--- src/rsl_pkg.sv ---
//------------------------------------------------------------------------------
// Purpose: shared constants and types of the reset strap latch
// Assumes: strap level detectors deliver a binary code per resistor strap
// Notes:   codes follow the order of the six resistor settings
//------------------------------------------------------------------------------
package rsl_pkg;

  localparam int unsigned NUM_PORTS   = 6;
  localparam int unsigned CODE_WIDTH  = 3;
  localparam int unsigned MODE_WIDTH  = 3;

  // resistor setting codes, weakest pull-down first
  typedef enum logic [2:0] {
    RSL_CNT_NONE    = 3'h0,
    RSL_CNT_P1      = 3'h1,
    RSL_CNT_P1_2    = 3'h2,
    RSL_CNT_P1_3    = 3'h3,
    RSL_CNT_P1_4    = 3'h4,
    RSL_CNT_P1_6    = 3'h5
  } rsl_count_type;

  // per-setting port masks, port 1 in bit 0
  localparam logic [5:0] MASK_NONE  = 6'h00;
  localparam logic [5:0] MASK_P1    = 6'h01;
  localparam logic [5:0] MASK_P1_2  = 6'h03;
  localparam logic [5:0] MASK_P1_3  = 6'h07;
  localparam logic [5:0] MASK_P1_4  = 6'h0f;
  localparam logic [5:0] MASK_P1_6  = 6'h3f;

  // reset values of the held configuration
  localparam logic [5:0] RST_PORT_DIS  = 6'h00;
  localparam logic [5:0] RST_MASK      = 6'h00;
  localparam logic [2:0] RST_MODE      = 3'h0;

  typedef struct packed {
    logic [5:0]    dplus_disable;
    logic [5:0]    dminus_disable;
    rsl_count_type nonremovable;
    rsl_count_type charging;
    logic [2:0]    mode;
  } rsl_straps_type;

  typedef struct packed {
    logic [5:0]    port_disable;
    logic [5:0]    superspeed_disable;
    logic [5:0]    nonremovable_mask;
    logic [5:0]    charging_mask;
    rsl_count_type nonremovable_count;
    rsl_count_type charging_count;
    logic [2:0]    device_mode;
  } rsl_config_type;

endpackage

--- src/rsl_strap_latch.sv ---
//------------------------------------------------------------------------------
// Purpose: sample configuration straps after reset and hold decoded defaults
// Assumes: straps steady from before reset release; inputs synchronous
// Notes:   capture happens on the first clock edge after reset_n_in rises
//------------------------------------------------------------------------------
// Behaviour
// - every strap is sampled on the first clock edge after each rise of reset_n_in; reset itself loads defaults.
// - a port 1..6 is disabled only when both its D+ and D- disable straps read high.
// - the non-removable port report follows the latched non-removable strap.
// - charging support per port follows the latched charging-enable strap.
// - the operating mode comes from the three mode straps sampled at reset.
// - the non-removable strap decodes to none, 1, 1-2, 1-3, 1-4 or 1-6 ports.
// - the charging strap decodes to none, 1, 1-2, 1-3, 1-4 or 1-6 ports.
// - disabling a legacy port also disables the superspeed port of that number.
`timescale 1ns/100ps
module rsl_strap_latch
  import rsl_pkg::*;
(
  input  wire logic                  sys_clk_in,
  input  wire logic                  reset_n_in,
  input  wire logic [NUM_PORTS-1:0]  port_dplus_disable_strap_in,
  input  wire logic [NUM_PORTS-1:0]  port_dminus_disable_strap_in,
  input  wire logic [CODE_WIDTH-1:0] nonremovable_count_strap_in,
  input  wire logic [CODE_WIDTH-1:0] charging_enable_strap_in,
  input  wire logic [MODE_WIDTH-1:0] mode_select_strap_in,
  output logic      [NUM_PORTS-1:0]  port_disable_out,
  output logic      [NUM_PORTS-1:0]  superspeed_disable_out,
  output logic      [NUM_PORTS-1:0]  nonremovable_mask_out,
  output logic      [NUM_PORTS-1:0]  charging_mask_out,
  output rsl_count_type              nonremovable_count_out,
  output rsl_count_type              charging_count_out,
  output logic      [MODE_WIDTH-1:0] device_mode_out,
  output logic                       config_valid_out
);

  //----------------------------------------------------------------------------
  // capture sequencing
  //----------------------------------------------------------------------------
  typedef enum logic [0:0] {
    RSL_ST_SAMPLE = 1'b0,
    RSL_ST_HOLD   = 1'b1
  } rsl_state_type;

  rsl_state_type  state;
  rsl_straps_type straps;
  rsl_config_type next_config;
  rsl_config_type config_q;
  logic           capture;
  logic [5:0]     nonrem_mask;
  logic [5:0]     charge_mask;
  rsl_count_type  nonrem_count;
  rsl_count_type  charge_count;
  logic [NUM_PORTS-1:0] both_high;

  // reset holds the state at sample; first edge after release captures
  always_ff @(posedge sys_clk_in or negedge reset_n_in) begin
    if (!reset_n_in) begin
      state <= RSL_ST_SAMPLE;
    end else begin
      case (state)
        RSL_ST_SAMPLE: state <= RSL_ST_HOLD;
        RSL_ST_HOLD:   state <= RSL_ST_HOLD;
        default:       state <= RSL_ST_SAMPLE;
      endcase
    end
  end

  assign capture = (state == RSL_ST_SAMPLE);

  //----------------------------------------------------------------------------
  // decode
  //----------------------------------------------------------------------------
  always_comb begin
    straps.dplus_disable  = port_dplus_disable_strap_in;
    straps.dminus_disable = port_dminus_disable_strap_in;
    straps.nonremovable   = rsl_count_type'(nonremovable_count_strap_in);
    straps.charging       = rsl_count_type'(charging_enable_strap_in);
    straps.mode           = mode_select_strap_in;
  end

  genvar gi;
  generate
    for (gi = 0; gi < NUM_PORTS; gi++) begin : g_port
      assign both_high[gi] = straps.dplus_disable[gi] & straps.dminus_disable[gi];
    end
  endgenerate

  rsl_count_decode u_nonrem_decode (
    .code_in   (straps.nonremovable),
    .mask_out  (nonrem_mask),
    .count_out (nonrem_count)
  );

  rsl_count_decode u_charge_decode (
    .code_in   (straps.charging),
    .mask_out  (charge_mask),
    .count_out (charge_count)
  );

  always_comb begin
    next_config.port_disable       = both_high;
    next_config.superspeed_disable = both_high;
    next_config.nonremovable_mask  = nonrem_mask;
    next_config.charging_mask      = charge_mask;
    next_config.nonremovable_count = nonrem_count;
    next_config.charging_count     = charge_count;
    next_config.device_mode        = straps.mode;
  end

  //----------------------------------------------------------------------------
  // held configuration
  //----------------------------------------------------------------------------
  always_ff @(posedge sys_clk_in or negedge reset_n_in) begin
    if (!reset_n_in) begin
      config_q.port_disable       <= RST_PORT_DIS;
      config_q.superspeed_disable <= RST_PORT_DIS;
      config_q.nonremovable_mask  <= RST_MASK;
      config_q.charging_mask      <= RST_MASK;
      config_q.nonremovable_count <= RSL_CNT_NONE;
      config_q.charging_count     <= RSL_CNT_NONE;
      config_q.device_mode        <= RST_MODE;
    end else if (capture) begin
      config_q <= next_config;
    end
  end

  always_ff @(posedge sys_clk_in or negedge reset_n_in) begin
    if (!reset_n_in) begin
      config_valid_out <= 1'b0;
    end else begin
      config_valid_out <= capture | config_valid_out;
    end
  end

  assign port_disable_out       = config_q.port_disable;
  assign superspeed_disable_out = config_q.superspeed_disable;
  assign nonremovable_mask_out  = config_q.nonremovable_mask;
  assign charging_mask_out      = config_q.charging_mask;
  assign nonremovable_count_out = config_q.nonremovable_count;
  assign charging_count_out     = config_q.charging_count;
  assign device_mode_out        = config_q.device_mode;

  //----------------------------------------------------------------------------
  // checks
  //----------------------------------------------------------------------------
  // reset_n_in in an antecedent is its sampled level: a release that lands on
  // the clock edge itself must not open a capture check one edge early
  a_capture_once: assert property (
    @(posedge sys_clk_in) disable iff (!reset_n_in)
    $rose(config_valid_out) |-> $past(state == RSL_ST_SAMPLE) && state == RSL_ST_HOLD)
    else $error("capture did not happen exactly once after reset");

  a_valid_first_edge: assert property (
    @(posedge sys_clk_in) disable iff (!reset_n_in)
    reset_n_in && !config_valid_out |=> config_valid_out)
    else $error("configuration not valid one edge after reset release");

  a_port_disable_and: assert property (
    @(posedge sys_clk_in) disable iff (!reset_n_in)
    reset_n_in && capture |=> port_disable_out ==
      $past(port_dplus_disable_strap_in & port_dminus_disable_strap_in))
    else $error("port disable is not the and of both straps");

  a_nonrem_latched: assert property (
    @(posedge sys_clk_in) disable iff (!reset_n_in)
    reset_n_in && capture && nonremovable_count_strap_in == RSL_CNT_P1_6
      |=> nonremovable_mask_out == MASK_P1_6 && nonremovable_count_out == RSL_CNT_P1_6)
    else $error("non-removable setting not taken from strap");

  a_charge_latched: assert property (
    @(posedge sys_clk_in) disable iff (!reset_n_in)
    reset_n_in && capture && charging_enable_strap_in == RSL_CNT_P1_2
      |=> charging_mask_out == MASK_P1_2 && charging_count_out == RSL_CNT_P1_2)
    else $error("charging setting not taken from strap");

  a_mode_latched: assert property (
    @(posedge sys_clk_in) disable iff (!reset_n_in)
    reset_n_in && capture |=> device_mode_out == $past(mode_select_strap_in))
    else $error("device mode not taken from straps");

  a_nonrem_thermo: assert property (
    @(posedge sys_clk_in) disable iff (!reset_n_in)
    config_valid_out |-> nonremovable_mask_out ==
      (nonremovable_count_out == RSL_CNT_P1   ? MASK_P1   :
       nonremovable_count_out == RSL_CNT_P1_2 ? MASK_P1_2 :
       nonremovable_count_out == RSL_CNT_P1_3 ? MASK_P1_3 :
       nonremovable_count_out == RSL_CNT_P1_4 ? MASK_P1_4 :
       nonremovable_count_out == RSL_CNT_P1_6 ? MASK_P1_6 : MASK_NONE))
    else $error("non-removable mask outside the six settings");

  a_nonrem_reserved: assert property (
    @(posedge sys_clk_in) disable iff (!reset_n_in)
    reset_n_in && capture && nonremovable_count_strap_in > RSL_CNT_P1_6
      |=> nonremovable_count_out == RSL_CNT_NONE && nonremovable_mask_out == MASK_NONE)
    else $error("reserved non-removable code not taken as all removable");

  a_charge_pairs: assert property (
    @(posedge sys_clk_in) disable iff (!reset_n_in)
    config_valid_out |-> charging_mask_out ==
      (charging_count_out == RSL_CNT_P1   ? MASK_P1   :
       charging_count_out == RSL_CNT_P1_2 ? MASK_P1_2 :
       charging_count_out == RSL_CNT_P1_3 ? MASK_P1_3 :
       charging_count_out == RSL_CNT_P1_4 ? MASK_P1_4 :
       charging_count_out == RSL_CNT_P1_6 ? MASK_P1_6 : MASK_NONE))
    else $error("charging mask does not match the charging setting");

  a_charge_reserved: assert property (
    @(posedge sys_clk_in) disable iff (!reset_n_in)
    reset_n_in && capture && charging_enable_strap_in > RSL_CNT_P1_6
      |=> charging_count_out == RSL_CNT_NONE && charging_mask_out == MASK_NONE)
    else $error("reserved charging code not taken as no charging port");

  a_charge_thermo: assert property (
    @(posedge sys_clk_in) disable iff (!reset_n_in)
    reset_n_in && capture && charging_enable_strap_in == RSL_CNT_P1_4
      |=> charging_mask_out == MASK_P1_4 ##1 charging_mask_out == MASK_P1_4)
    else $error("charging mask wrong for ports 1-4 setting");

  a_ss_follows: assert property (
    @(posedge sys_clk_in) disable iff (!reset_n_in)
    config_valid_out |-> superspeed_disable_out == port_disable_out)
    else $error("superspeed disable differs from legacy disable");

  a_hold_stable: assert property (
    @(posedge sys_clk_in) disable iff (!reset_n_in)
    config_valid_out |=> $stable(port_disable_out) && $stable(device_mode_out)
      && $stable(nonremovable_mask_out) && $stable(charging_mask_out))
    else $error("latched configuration changed between resets");

endmodule

--- src/rsl_count_decode.sv ---
//------------------------------------------------------------------------------
// Purpose: turn a six-setting strap code into a port mask
// Assumes: code comes from a strap level detector
// Notes:   purely combinational; the caller registers the result
//------------------------------------------------------------------------------
`timescale 1ns/100ps
module rsl_count_decode
  import rsl_pkg::*;
(
  input  wire logic [CODE_WIDTH-1:0] code_in,
  output logic      [5:0]            mask_out,
  output rsl_count_type              count_out
);

  always_comb begin
    case (code_in)
      RSL_CNT_P1: begin
        mask_out  = MASK_P1;
        count_out = RSL_CNT_P1;
      end
      RSL_CNT_P1_2: begin
        mask_out  = MASK_P1_2;
        count_out = RSL_CNT_P1_2;
      end
      RSL_CNT_P1_3: begin
        mask_out  = MASK_P1_3;
        count_out = RSL_CNT_P1_3;
      end
      RSL_CNT_P1_4: begin
        mask_out  = MASK_P1_4;
        count_out = RSL_CNT_P1_4;
      end
      RSL_CNT_P1_6: begin
        mask_out  = MASK_P1_6;
        count_out = RSL_CNT_P1_6;
      end
      // reserved codes fall back to the all-off setting
      default: begin
        mask_out  = MASK_NONE;
        count_out = RSL_CNT_NONE;
      end
    endcase
  end

endmodule

--- config.mk ---
export PLATFORM = sky130hd
export DESIGN_NAME = rsl_strap_latch
export DESIGN_NICKNAME = d
export VERILOG_FILES = /design/src/rsl_pkg.sv /design/src/rsl_strap_latch.sv /design/src/rsl_count_decode.sv
export SDC_FILE = /design/constraint.sdc
export NUM_CORES = 1
export LEC_CHECK = 0
export ABC_AREA = 1
export BUFFER_PORTS_ARGS = -buffer_cell sky130_fd_sc_hd__buf_2
export CORE_MARGIN = 8
export CORE_UTILIZATION = 51
export DETAILED_ROUTE_END_ITERATION = 7
export PLACE_DENSITY = 0.81
export SLEW_MARGIN = 20
export SYNTH_ARGS = -nofsm -noshare
export SYNTH_HDL_FRONTEND = slang
export SYNTH_HIERARCHICAL = 1
export SYNTH_SLANG_ARGS = --single-unit
--- constraint.sdc ---
create_clock -name sys_clk_in -period 2.65 [get_ports sys_clk_in]
set_input_delay 0.53 -clock sys_clk_in [delete_from_list [all_inputs] [get_ports sys_clk_in]]
set_output_delay 0.53 -clock sys_clk_in [all_outputs]
set_load 0.02 [all_outputs]
==> key figures <==
Drt
  • Met2 WL: 1.41 mm
  • Top Layer Used: met4
  • Router iterations before antenna repair: 5
  • Remaining antenna violation count: 0
  • Via-to-Cell Ratio: 4.84
  • Met3 WL: 477 µm
  • Via count: 1157
  • DRT Wirelength: 3.17 mm
  • DRT iter0 DRCs: 41
  • DRC: 0
  • Met1 WL: 1.22 mm
  • Avg WL per Cell: 13.3 µm

Final layout
  • Synthesis-to-layout area growth: 18.4%
  • # fillers: 226
  • Area of the multi-input gates: 457 µm²
  • Nets: 232
  • Final cell count without fillers: 239
  • Share of cells above drive strength 1: 36.8%
  • Ant diodes: 0
  • Sequential cell area: 726 µm²

Yosys
  • Syn. warnings: 6
  • Net Count, Synth: 183
  • Sequential share of the synthesized area: 53.6%
  • Synth unique cells: 15
  • Syn Area/Cell: 8.47 µm²
  • Cell Area, Synth: 1360 µm²
  • Seq cells post-synth: 29
  • Post-Synthesis Cells: 160

Clocking
  • CTS root buffer: clkbuf_4
  • Skew-Pair Late Insertion Delay: 0.34 ns
  • Resized cells post-CTS: 0
  • Clock H-tree levels: 2
  • Post-CTS Hold Buffers: 0
  • Sink Count: 29
  • Max clock buf depth: 2
  • Post-CTS Setup Inserts: 0
  • Total CTS buffers: 5
  • Clock slew at reported path FFs: 0.09 ns
  • CTS tree: yes

Floorplan
  • Initial core utilization: 54.2%
  • Die height: 67.5 µm
  • Full die area: 4560 µm²
  • Area of the core: 2500 µm²
  • Die width: 67.5 µm
  • I/O pins: 57
  • Number of placement rows: 18

GRT
  • Total GRT Usage: 14.4%
  • Initial antenna violation count: 0
  • GR Overflow Total: 0
  • Pin count of the biggest net entering global routing: 30
  • Wire length of the first global-routing pass: 4.98 mm
  • Number of global-route vias before repair: 1205

Worst setup path
  • Worst path buffer plus inverter count: 1
  • Crit-path cells: buf_2
  • R2R depth: 2
  • Slowest cell delay on critical path: 0.40 ns
  • Worst setup path category: flip-flop to primary output
  • CP max stage cell: dfrtp_1
  • Worst Path Required: 2.12 ns
  • CP delay by family, top: flip-flops
  • CP endpoint: port_disable_out[0]
  • CP endpoint kind: primary output
  • RR Endpoint: config_valid_out
  • Worst Path Arrival: 0.90 ns
  • CP startpoint kind: flip-flop
  • CP Max Fanout: 3
  • Slack of the worst reg-to-reg path: 1.42 ns
  • RR Startpoint: state
  • CP startpoint: superspeed_disable_out[0]
  • Cell depth of the worst setup path: 1

Hold path
  • Worst hold path type: input port to async pin

Power and ir drop
  • Power Total: 0.975 mW
  • PwrDens: 608 nW/µm²
  • IR drop worst, VDD: 477 µV
  • Leak: 1.01 nW

Outcome
  • Status: finished clean

Timing
  • Final cycle utilization of the critical path: 54.0%
  • Slew Limit Fails: 0
  • Hold Slack: 0.202 ns
  • Least-Margin Pin Slew: 0.623 ns
  • Tmin final: 1.43 ns
  • F_max: 0.699 GHz
  • Worst slew margin: 58.5%
  • Clk_skew: 0.0113 ns
  • Final Hold Vio Count: 0
  • Final setup vio count: 0
  • RSZ-0062 raised after global routing: false
  • Setup TNS: 0 ns

Placed design
  • DP HPWL: 2.36 mm
  • Cell total after placement: 232
  • Buffers added on ports: 56
  • Final Wtd Congestion: 0.782

Flow run
  • Max-cap viol count: 0
-- cells in the final DEF (no fill, tap or decap) --
cell type and count:
inv_2 4, nand3_1 12, nand2_1 80, buf_2 56, dfrtp_1 29, nor2_1 2, clkbuf_8 1, or2_1 1
nand2_2 7, inv_1 4, clkbuf_4 5, nand3_2 2, clkbuf_1 1, inv_8 1, buf_4 1, o211ai_1 2
conb_1 1
-- layer usage --
metal / track usage, % / vias up
li1: - / 574
met1: 14.4 / 504
met2: 23.7 / 64
met3: 6.79 / 15
met4: 8.88 / 0
met5: 0 / -
-- kinds of logic after synthesis --
kind of cell	share of synthesized area [%]
AO/OA/AOI/OAI	1.11
buffers and inverters	12.7
flip-flops	53.6
other	0.277
AND/OR/NAND/NOR	32.3
-- power by group --
group | switching (mW) | total (mW) | internal (mW)
combinational | 0.135 | 0.202 | 0.0666
sequential | 0.0238 | 0.503 | 0.479
clock | 0.146 | 0.271 | 0.125
-- final cells by class --
cell class | count | share of cell area [%]
Clock buffer | 7 | 3.43
Timing Repair Buffer | 57 | 17.9
Sequential cell | 29 | 45.2
Multi-Input combinational cell | 107 | 28.5
Tap cell | 30 | 2.34
Inverter | 9 | 2.57
-- worst min path at each step --
| stage | cells past startpoint | endpoint | start | slack [ns] |
|---|---|---|---|---|
| finish | 1 | nonremovable_count_out[2] | reset_n_in | 0.20 |
| global route | 1 | nonremovable_count_out[2] | reset_n_in | 0.26 |
| CTS | 1 | nonremovable_count_out[2] | reset_n_in | 0.23 |
| detailed placement | 2 | nonremovable_count_out[0] | nonremovable_count_out[0] | 0.46 |
| global placement | 1 | config_valid_out | config_valid_out | 0.46 |
| floorplan | 0 | charging_count_out[0] | reset_n_in | 0.23 |
-- cells in the mapped netlist --
library cell / n / area share (%)
nand2_1: 80 / 22
dfrtp_1: 29 / 54
nand3_1: 12 / 4.4
buf_4: 11 / 6.1
nand2_2: 7 / 3.2
inv_1: 4 / 1.1
inv_2: 4 / 1.1
buf_6: 3 / 2.5
nand3_2: 2 / 1.5
nor2_1: 2 / 0.55
o211ai_1: 2 / 1.1
buf_8: 1 / 1.1
conb_1: 1 / 0.28
inv_8: 1 / 0.83
or2_1: 1 / 0.46
-- metrics by stage --
step | cell area [µm²] | setup WS, ns | utilization, %
global placement | 1550 | 1.48 | 62.0
floorplan | 1360 | 1.49 | -
finish | 1600 | 1.22 | 64.2
CTS | 1600 | 1.21 | 64.2
global route | 1600 | 1.18 | 64.2
detailed placement | 1550 | 1.43 | 62.0
-- state kept, by name, summed over array words and instances (netlist names) --
name,count
charging_mask_out,6
nonremovable_mask_out,6
superspeed_disable_out,6
charging_count_out,3
device_mode_out,3
nonremovable_count_out,3
config_valid_out,1
state,1
No activity file was read; power rests on OpenSTA's default activity.
